[src/drc_regs.svh]
`ifndef DRC_REGS_SVH
`define DRC_REGS_SVH

// Mode, channel control and transfer count register offsets
`define DRC_MODE_OFS        4'h0
`define DRC_CTRL_OFS        4'h4
`define DRC_XFER_OFS        4'h8

// Mode register field positions
`define DRC_ACK_EN_BIT      30
`define DRC_END_EN_BIT      29
`define DRC_RSVD_RW_BIT     28
`define DRC_SENSE_BIT       27
`define DRC_NRD_BIT         26
`define DRC_BUSY_BIT        23

// Control register field positions
`define DRC_TE_BIT          0
`define DRC_SINGLE_BIT      1
`define DRC_XCNT_LSB        8

// Reset values
`define DRC_MODE_RST        1'b0
`define DRC_XCNT_RST        16'h0000

// Cycles of one single transfer (bus access length)
`define DRC_CYCLE_LEN       4'h3

`endif

[src/drc_pkg.sv]
package drc_pkg;

  typedef enum logic [1:0] {
    DRC_IDLE,
    DRC_XFER,
    DRC_DONE
  } drc_state_e;

  typedef logic [31:0] drc_word_t;

endpackage : drc_pkg

[src/drc_req_detect.sv]
`timescale 1ns/1ps
`default_nettype none

module drc_req_detect
  import drc_pkg::*;
(
  // Clock and reset
  input  wire logic clk,
  input  wire logic srst,
  // Configuration
  input  wire logic enable,
  input  wire logic edge_mode,
  input  wire logic accept_ok,
  // Request pin and start
  input  wire logic req_n,
  input  wire logic start,
  // Result
  output logic      pending,
  output logic      armed
);

  logic enable_d;

  always_ff @(posedge clk) begin
    if (srst) enable_d <= 1'b0;
    else      enable_d <= enable;
  end

  // Armed: first request after enabling counts on a low level
  always_ff @(posedge clk) begin
    if (srst || !enable) begin
      armed <= 1'b0;
    end else if (enable && !enable_d) begin
      armed <= 1'b1;
    end else if (start && edge_mode) begin
      armed <= 1'b0;
    end else if (edge_mode && req_n) begin
      armed <= 1'b1;
    end else if (!edge_mode) begin
      armed <= 1'b1;
    end
  end

  // Held request; a start clears it even against a new low sample
  always_ff @(posedge clk) begin
    if (srst || !enable) begin
      pending <= 1'b0;
    end else if (start) begin
      pending <= 1'b0;
    end else if (accept_ok && (armed || !enable_d) && !req_n) begin
      // First cycle after enabling samples before armed has settled
      pending <= 1'b1;
    end
  end

endmodule : drc_req_detect

`default_nettype wire

[src/drc_request_control.sv]
// The plain strobed port and the address map were decided locally.
`timescale 1ns/1ps
`default_nettype none
`include "drc_regs.svh"

module drc_request_control
  import drc_pkg::*;
#(
  parameter int CNT_W = 16
)
(
  // Clock and reset
  input  wire logic        CLK,
  input  wire logic        SRST,
  // Register port
  input  wire logic [3:0]  ADDR,
  input  wire logic [31:0] WDATA,
  input  wire logic        WR,
  input  wire logic        RD,
  output logic      [31:0] RDATA,
  // Transfer request pin (active low)
  input  wire logic        TRANSFER_REQUEST_INPUT_N,
  // Handshake outputs (ack and finish active low, busy active high)
  output logic             TRANSFER_ACK_OUTPUT_N,
  output logic             TRANSFER_FINISH_OUTPUT_N,
  output logic             CHANNEL_BUSY
);

  // ==========================================================
  // Registers
  // ==========================================================
  logic             ack_output_enable;
  logic             end_output_enable;
  logic             rsvd_rw;
  logic             request_sense_select;
  logic             next_request_delay;
  logic             transfer_enable_bit;
  logic             single_mode;
  logic [CNT_W-1:0] xfer_count;
  logic             channel_busy_flag;

  drc_state_e       state;
  logic [3:0]       cyc;
  logic             pending;
  logic             start;
  logic             cycle_end;
  logic             accept_ok;

  function automatic logic hit(input logic [3:0] a, input logic [3:0] ofs);
    hit = (a == ofs);
  endfunction : hit

  function automatic logic last_access(input logic [CNT_W-1:0] c);
    last_access = (c == CNT_W'(1));
  endfunction : last_access

  // Bit 28 is stored as written; software must keep it zero
  always_ff @(posedge CLK) begin
    if (SRST) begin
      ack_output_enable    <= `DRC_MODE_RST;
      end_output_enable    <= `DRC_MODE_RST;
      rsvd_rw              <= `DRC_MODE_RST;
      request_sense_select <= `DRC_MODE_RST;
      next_request_delay   <= `DRC_MODE_RST;
    end else if (WR && hit(ADDR, `DRC_MODE_OFS)) begin
      ack_output_enable    <= WDATA[`DRC_ACK_EN_BIT];
      end_output_enable    <= WDATA[`DRC_END_EN_BIT];
      rsvd_rw              <= WDATA[`DRC_RSVD_RW_BIT];
      request_sense_select <= WDATA[`DRC_SENSE_BIT];
      next_request_delay   <= WDATA[`DRC_NRD_BIT];
    end
  end

  // Enable drops by itself when the count runs out
  always_ff @(posedge CLK) begin
    if (SRST) begin
      transfer_enable_bit <= 1'b0;
      single_mode         <= 1'b0;
    end else if (WR && hit(ADDR, `DRC_CTRL_OFS)) begin
      transfer_enable_bit <= WDATA[`DRC_TE_BIT];
      single_mode         <= WDATA[`DRC_SINGLE_BIT];
    end else if (cycle_end && last_access(xfer_count)) begin
      transfer_enable_bit <= 1'b0;
    end
  end

  always_ff @(posedge CLK) begin
    if (SRST) begin
      xfer_count <= CNT_W'(`DRC_XCNT_RST);
    end else if (WR && hit(ADDR, `DRC_XFER_OFS)) begin
      xfer_count <= WDATA[CNT_W-1:0];
    end else if (cycle_end && xfer_count != '0) begin
      xfer_count <= xfer_count - CNT_W'(1);
    end
  end

  // ==========================================================
  // Transfer sequencing
  // ==========================================================
  // Early acceptance overlaps the last cycle of the access
  assign accept_ok = transfer_enable_bit &&
                     (state == DRC_IDLE ||
                      (state == DRC_XFER && next_request_delay &&
                       cyc == `DRC_CYCLE_LEN - 4'h1));
  assign start     = state == DRC_IDLE && pending && transfer_enable_bit;
  assign cycle_end = state == DRC_XFER && cyc == `DRC_CYCLE_LEN - 4'h1;

  // DONE and the IDLE start cycle leave two dead cycles between accesses; with early
  // acceptance the next request is already held by then
  always_ff @(posedge CLK) begin
    if (SRST) begin
      state <= DRC_IDLE;
      cyc   <= 4'h0;
    end else begin
      case (state)
        DRC_IDLE: begin
          cyc <= 4'h0;
          if (start) state <= DRC_XFER;
        end
        DRC_XFER: begin
          cyc <= cyc + 4'h1;
          if (cycle_end) state <= DRC_DONE;
        end
        DRC_DONE: begin
          cyc   <= 4'h0;
          state <= DRC_IDLE;
        end
        default: state <= DRC_IDLE;
      endcase
    end
  end

  // Edge mode: after the first request, a low sample only counts once re-armed by a high
  drc_req_detect u_detect (
    .clk       (CLK),
    .srst      (SRST),
    .enable    (transfer_enable_bit),
    .edge_mode (request_sense_select),
    .accept_ok (accept_ok),
    .req_n     (TRANSFER_REQUEST_INPUT_N),
    .start     (start),
    .pending   (pending),
    .armed     ()
  );

  // Busy while a request is held or a transfer runs
  // A held request counts as active so the flag sets on the edge the access starts, not a cycle later
  always_ff @(posedge CLK) begin
    if (SRST) channel_busy_flag <= 1'b0;
    else      channel_busy_flag <= transfer_enable_bit &&
                                   (state != DRC_IDLE || pending);
  end

  // ==========================================================
  // Pin outputs
  // ==========================================================
  // The start cycle opens the window so the registered pins line up
  // with the three access cycles of the state machine
  logic in_access;
  logic next_ack_n;
  logic next_fin_n;

  always_comb begin
    in_access  = start || (state == DRC_XFER && !cycle_end);
    next_ack_n = !(ack_output_enable && single_mode &&
                   in_access);
    next_fin_n = !(end_output_enable && in_access &&
                   last_access(xfer_count));
  end

  always_ff @(posedge CLK) begin
    if (SRST) begin
      TRANSFER_ACK_OUTPUT_N    <= 1'b1;
      TRANSFER_FINISH_OUTPUT_N <= 1'b1;
      CHANNEL_BUSY             <= 1'b0;
    end else begin
      TRANSFER_ACK_OUTPUT_N    <= next_ack_n;
      TRANSFER_FINISH_OUTPUT_N <= next_fin_n;
      CHANNEL_BUSY             <= channel_busy_flag;
    end
  end

  // ==========================================================
  // Read port
  // ==========================================================
  // Read data lives one cycle only; idle cycles read zero so a
  // stale word is never taken for a fresh read
  always_ff @(posedge CLK) begin
    if (SRST) begin
      RDATA <= '0;
    end else if (RD) begin
      RDATA <= '0;
      if (hit(ADDR, `DRC_MODE_OFS)) begin
        RDATA[`DRC_ACK_EN_BIT]  <= ack_output_enable;
        RDATA[`DRC_END_EN_BIT]  <= end_output_enable;
        RDATA[`DRC_RSVD_RW_BIT] <= rsvd_rw;
        RDATA[`DRC_SENSE_BIT]   <= request_sense_select;
        RDATA[`DRC_NRD_BIT]     <= next_request_delay;
        RDATA[`DRC_BUSY_BIT]    <= channel_busy_flag;
      end else if (hit(ADDR, `DRC_CTRL_OFS)) begin
        RDATA[`DRC_TE_BIT]      <= transfer_enable_bit;
        RDATA[`DRC_SINGLE_BIT]  <= single_mode;
      end else if (hit(ADDR, `DRC_XFER_OFS)) begin
        RDATA[CNT_W-1:0]        <= xfer_count;
      end
    end else begin
      RDATA <= '0;
    end
  end

endmodule : drc_request_control

`default_nettype wire

[config.mk]
export PLATFORM = sky130hd
export DESIGN_NAME = drc_request_control
export DESIGN_NICKNAME = d
export VERILOG_FILES = /design/src/drc_pkg.sv /design/src/drc_req_detect.sv /design/src/drc_request_control.sv
export VERILOG_INCLUDE_DIRS = /design/src
export SDC_FILE = /design/constraint.sdc
export NUM_CORES = 1
export LEC_CHECK = 0
export BUFFER_PORTS_ARGS = -buffer_cell sky130_fd_sc_hd__buf_2
export CAP_MARGIN = 30
export CORE_ASPECT_RATIO = 0.6
export CORE_MARGIN = 2
export CORE_UTILIZATION = 45
export CTS_CLUSTER_DIAMETER = 150
export CTS_CLUSTER_SIZE = 14
export DETAILED_ROUTE_END_ITERATION = 10
export GPL_TIMING_DRIVEN = 0
export MAX_ROUTING_LAYER = met4
export PLACE_DENSITY = 0.71
export SETUP_SLACK_MARGIN = 0.05
export SLEW_MARGIN = 20
export SYNTH_ARGS = -nofsm -noshare
export SYNTH_HDL_FRONTEND = slang
export SYNTH_SLANG_ARGS = --single-unit
[constraint.sdc]
create_clock -name CLK -period 3.56 [get_ports CLK]
set_input_delay 0.356 -clock CLK [delete_from_list [all_inputs] [get_ports CLK]]
set_output_delay 0.356 -clock CLK [all_outputs]
set_load 0.02 [all_outputs]
**Yosys cells after proc, flatten, opt, wreduce, memory -nomap -nowiden**

Index checks and enable logic that the tools add are counted.

- Add/subtract/negate cells: 2
- Reductions and logical operators: 46
- Bitwise logic cells: 3
- Muxes and demuxes: 14
- Equal/unequal tests: 9

Operator list:

| kind | count |
|---|---|
| $mux W16 | 3 |
| $logic_and A1 B1 Y1 | 22 |
| $eq A16 B1 Y1 const B | 1 |
| $reduce_bool A16 Y1 | 1 |
| $sub A16 B1 Y16 const B | 1 |
| $pmux W4 S2 | 1 |
| $reduce_bool A2 Y1 | 4 |
| $logic_not A1 Y1 | 6 |
| $mux W1 | 6 |
| $mux W2 | 3 |
| $reduce_or A3 Y1 | 2 |
| $logic_or A1 B1 Y1 | 5 |
| $reduce_or A5 Y1 | 1 |
| $add A4 B1 Y4 const B | 1 |
| $eq A4 B2 Y1 const B | 1 |
| $eq A4 B3 Y1 const B | 1 |
| $eq A4 B4 Y1 const B | 1 |
| $logic_not A4 Y1 | 1 |
| $ne A2 B2 Y1 const B | 2 |
| $ne A4 B1 Y1 const B | 1 |
| $pmux W2 S2 | 1 |
| $reduce_or A2 Y1 | 2 |
| $not A1 Y1 | 3 |
| $eq A2 B1 Y1 const B | 1 |
| 3 further kinds | 3 |

- Output and inout bits: 35
- Flip-flop bits (word level): 68
- Input bits: 41
- Word-level logic and storage cells: 95

**Longest topological paths before layout**

- Depth in word-level cells: 8
- Gate-level depth with buffers: 9
- Gate-level depth less buffers: 7

**Hierarchy**

From an unflattened synthesis, not the netlist that was laid out.

- Cells, all modules: 275
- Area, all modules: 2581.2 um^2

Modules (own cells, without submodules):

| module | cells each | instances | area each (um^2) | sequential area each (um^2) |
|---|---|---|---|---|
| drc_request_control | 264 | 1 | 2463.6 | 1101.1 |
| drc_req_detect | 11 | 1 | 117.6 | 60.1 |

**Worst setup path after synthesis**

OpenSTA, ideal clock, no wires.

- Path kind: register to register
- From: reg cyc[0]
- To: reg xfer_count[10]
- Required time: 3469 ps
- Slack: 1402 ps
- Arrival: 2067 ps
- Clock period less this slack: 2158 ps
- Cell stages (with the launch flop): 9
- Setup time: 91 ps
- Buffers on the path: 2
- Path through: dfxtp_1 inv_1 ha_1 or3b_1 buf_2 or3_1 buf_2 or4_1 a311oi_1

- Cells in the longest elaborated chain, start to end: 4

Ends and longest elaborated chain:

| item | RTL line | RTL |
|---|---|---|
| from (decl) | drc_request_control.sv:43 | `logic [3:0] cyc;` |
| from (signal assigned) | drc_request_control.sv:121 | `cyc <= cyc + 4'h1;` |
| $eq A4 B2 Y1 | drc_request_control.sv:106 | `` assign cycle_end = state == DRC_XFER && cyc == `DRC_CYCLE_LEN - 4'h1; `` |
| $logic_and A1 B1 Y1 | drc_request_control.sv:106 |  |
| $logic_and A1 B1 Y1 | drc_request_control.sv:92 | `end else if (cycle_end && xfer_count != '0) begin` |
| $reduce_bool A2 Y1 (no line) | n/a |  |
| to (signal assigned) | drc_request_control.sv:89 | `` xfer_count <= CNT_W'(`DRC_XCNT_RST); `` |
| to (signal assigned) | drc_request_control.sv:91 | `xfer_count <= WDATA[CNT_W-1:0];` |
| to (signal assigned) | drc_request_control.sv:93 | `xfer_count <= xfer_count - CNT_W'(1);` |
| to (decl) | drc_request_control.sv:39 | `logic [CNT_W-1:0] xfer_count;` |

Every way passes these cells.
A chain may end at the register's enable or synchronous reset.

**Worst setup path in the final report**

- From: reg cyc[0]
- To: reg xfer_count[6]

The elaborated chain is that of the path after synthesis.

==> results list <==
- Number of iterations in the first detailed-routing pass: 4
- After the first detailed-routing iteration, the DRC count stood at 110.
- Share of total power in combinational logic: 7.6%
* Worst-case headroom to the max-slew limit: 58.05%
* Sinks on the clock net: 58
* Setup TNS: 0 ns
- Power share of the clock group: 41.8%
* Launch point of the worst hold path: WDATA[26]
- Synthesis inferred 58 register bits.
- Transition time at the pin with the least slew margin: 0.6236 ns
- Share of Yosys cell area claimed by the top area cell type: 47.06%
- Hold Buf Count CTS: 0
- Max Used Layer: met4
- End of the worst register-to-register path: xfer_count[6]
- Worst-case clock skew: 0.006760 ns
- Final weighted congestion of routability-driven global placement: 0.8490
* Path depth of the worst reg2reg path: 9
- Number of nets with antenna violations after routing: 0
* Die boundary height: 61.36 um
* Reported max-cap violation count: 0
* Floorplan Core Area: 5180 um2
- Entering global routing, the biggest net connects 11 pins.
- Gates resized during post-CTS repair numbered 0.
- At the worst endpoint, the required time is 3.81 ns.
- Net count of the finished layout: 385
* Final Hold Vio Count: 0
- Count of final setup violators: 0
* Critical path startpoint category: register
- Along the worst path, the maximum fanout reaches 9.
* Worst min path class: in -> reg
- Register-to-register setup slack: 1.21 ns
* Crit Reg-Reg Startpoint: cyc[0]
* Initial core utilization: 47.63%
- Worst Hold Path EP: next_request_delay
- Dominant cell type by area after synthesis: sky130_fd_sc_hd__dfxtp_1
- Hold Path Depth: 3
* Final setup slack of the worst path: 1.209 ns
- Layout cell share with drive strength beyond 1: 24.64%
- Worst Setup Slack post-DPL: 1.281 ns
- RSZ-0062 raised after global routing: no
* VDD IR max: 0.1612 mV
- The worst setup path is of the reg -> reg kind.
* Min Clock Period, post-route: 2.351 ns
* Fin. max-slew vios: 0
- Sequential fraction of the synthesis area: 47.06%
* Maximum frequency from static timing analysis: 425.3 MHz
- Met1 Routed Length: 2889 um
* Half-perimeter wire length of the detailed placement result: 3981 um
- Number of core rows: 20
- The analysis attributes to cell leakage a power of 1.343 nW.
- The run finished with clean final reports.
- Summing every instance area after synthesis gives 2467 um2.
* Residual DRC count: 0
* Total congestion overflow after global routing: 0
- Of the total power, the share spent switching nets is 23.09%.
- Power spent charging and discharging nets: 0.3016 mW
* Synth-to-layout area growth: 23.07%
- Wire length of the first global-routing pass: 8935 um
- Vias post-DR: 2086
- Type of destination of the critical path: register
- Global routing used 20.39% of the available tracks.
- Number of distinct standard cells referenced by the synthesized netlist: 43
- H-Tree Level Count: 3
* Average vias per placed instance: 5.075
* Number of global-route vias before repair: 1827
* Met3 wire length: 432 um
* Post-synthesis cell count: 266
* Part of the total power dissipated in sequential elements: 50.6%
* TritonCTS clock tree: built
- Clock latency on the worst-skew pair, taken at its later pin, is 0.34 ns.
- Average footprint of a synthesized cell: 9.276 um2
- CTS Root Cell: sky130_fd_sc_hd__clkbuf_8
- 76 I/O pins were placed.
* Cell types with the largest area share after synthesis: sky130_fd_sc_hd__dfxtp_1 (47%), sky130_fd_sc_hd__nor2_1 (5.9%), sky130_fd_sc_hd__and2_1 (5.1%), sky130_fd_sc_hd__a211oi_1 (3.3%), sky130_fd_sc_hd__buf_4 (3.0%)
- Count of inserted antenna diode cells: 0
* Post-CTS Setup Repair Bufs: 0
- Worst EP arrival: 2.61 ns
* Total length of routed met2 wires: 2086 um
* Die W: 99.60 um
- Power per unit of standard cell area: 430.0 nW/um2
* Most frequent standard cell in the layout excluding fill and tap cells: sky130_fd_sc_hd__dfxtp_1
- Routed wire per std cell: 13.24 um
- Total wirelength of the detailed-routed design: 5441 um
- Most used cells in the layout excluding fill and tap cells: sky130_fd_sc_hd__dfxtp_1 (58), sky130_fd_sc_hd__buf_2 (56), sky130_fd_sc_hd__nor2_1 (39)
* Quantity of I/O buffers inserted on ports: 54
- The floorplan step defined a die boundary enclosing 6111 um2.
* Placed inst area: 2854 um2
- The internal portion of the total power is 1.004 mW.
* Clock slew at reported path FFs: 0.06 ns
- Fraction of the cycle the final worst path needs: 66.05%
- Number of buffers created by CTS: 9
- Yosys printed 0 warnings.
- Number of antenna violations at the first check in global routing: 0
- Post-route standard cell area excluding fillers: 3037 um2
- Maximum count of clock buffers along a single path: 2
==> Yosys cell counts (all sizes together) <==
master,count
ha,4
nand3,6
nand2,6
conb,1
or3b,1
a31oi,1
nor4,7
nor3b,1
or4,6
dfxtp,58
inv,5
xnor2,6
and2,20
nand4,6
a311o,1
nor2,39
o21ai,2
clkbuf,8
nand4b,3
a211oi,12
o31a,1
mux2i,7
nand3b,1
buf,13
nand2b,4
xor2,7
nor4b,2
nor3,12
nor2b,6
a22oi,2
o32ai,1
a311oi,2
a21oi,7
and4bb,2
or3,6
==> per-layer routing <==
metal	track usage, %	vias to the layer above
li1	-	1074
met1	27.91	926
met2	27.32	81
met3	7.037	5
met4	8.415	0
met5	-	-
==> worst max-delay path by stage <==
stage,start,to,slack [ns],cells past startpoint
finish,cyc[0],xfer_count[6],1.21,9
floorplan,cyc[0],xfer_count[10],1.40,8
CTS,cyc[0],xfer_count[6],1.22,9
global route,cyc[0],xfer_count[7],0.98,8
detailed placement,cyc[0],xfer_count[10],1.28,8
global placement,cyc[0],xfer_count[6],1.31,9
==> cells by family after synthesis <==
kind of cell / count (synthesis) / synth area share (%)
AOI/OAI and AO/OA: 29 / 8.367
xor gates and xnor gates: 13 / 4.615
adders and majority gates: 4 / 2.028
buffers and inverters: 26 / 5.578
DFF: 58 / 47.06
muxes: 7 / 2.840
other: 1 / 0.1520
and+or+nand+nor: 128 / 29.36
==> power groups by stage <==
stage                     registers [mW]  logic, mW  clock network [mW]
final                              0.661     0.0986               0.546
after global routing               0.662      0.108               0.588
after CTS                          0.661     0.0976               0.562
after detailed placement           0.675     0.0971                   0
after global placement             0.675     0.0967                   0
after floorplan                    0.673     0.0660                   0
==> registers in the layout, indices dropped and copies added (netlist names), 2 cells and up <==
name,count
cyc,4
state,2
xfer_count,16
RDATA,22
==> per-stage QoR <==
step | hold slack, ns | util (%) | power (mW) | instances
CTS | 0.2385 | 58.62 | 1.320 | 411
finish | 0.2516 | 58.62 | 1.306 | 411
detailed placement | 0.4087 | 55.10 | 0.7722 | 395
floorplan | 0.3759 | - | 0.7394 | 275
global route | 0.2614 | 58.62 | 1.358 | 411
global placement | 0.4025 | 55.10 | 0.7716 | 395
==> cell type report <==
cell class	instances	area, um2
Sequential cell	58	1161
Clock buffer	14	172.7
Fill cell	469	2143
Timing Repair Buffer	54	270.3
Multi-Input combinational cell	191	1202
Inverter	5	18.77
Clock inverter	2	10.01
Tap cell	66	82.58
Buffer	21	118.9
==> worst max-delay path, stage by stage (launching register included) <==
cell and delay, ns:
sky130_fd_sc_hd__dfxtp_1 0.35, sky130_fd_sc_hd__inv_1 0.07, sky130_fd_sc_hd__ha_1 0.14, sky130_fd_sc_hd__or3b_1 0.33
sky130_fd_sc_hd__buf_2 0.16, sky130_fd_sc_hd__or3_1 0.33, sky130_fd_sc_hd__buf_2 0.19, sky130_fd_sc_hd__nor4_1 0.33
sky130_fd_sc_hd__xnor2_1 0.14, sky130_fd_sc_hd__a211oi_2 0.22
Power figures use the tool's default switching activity.
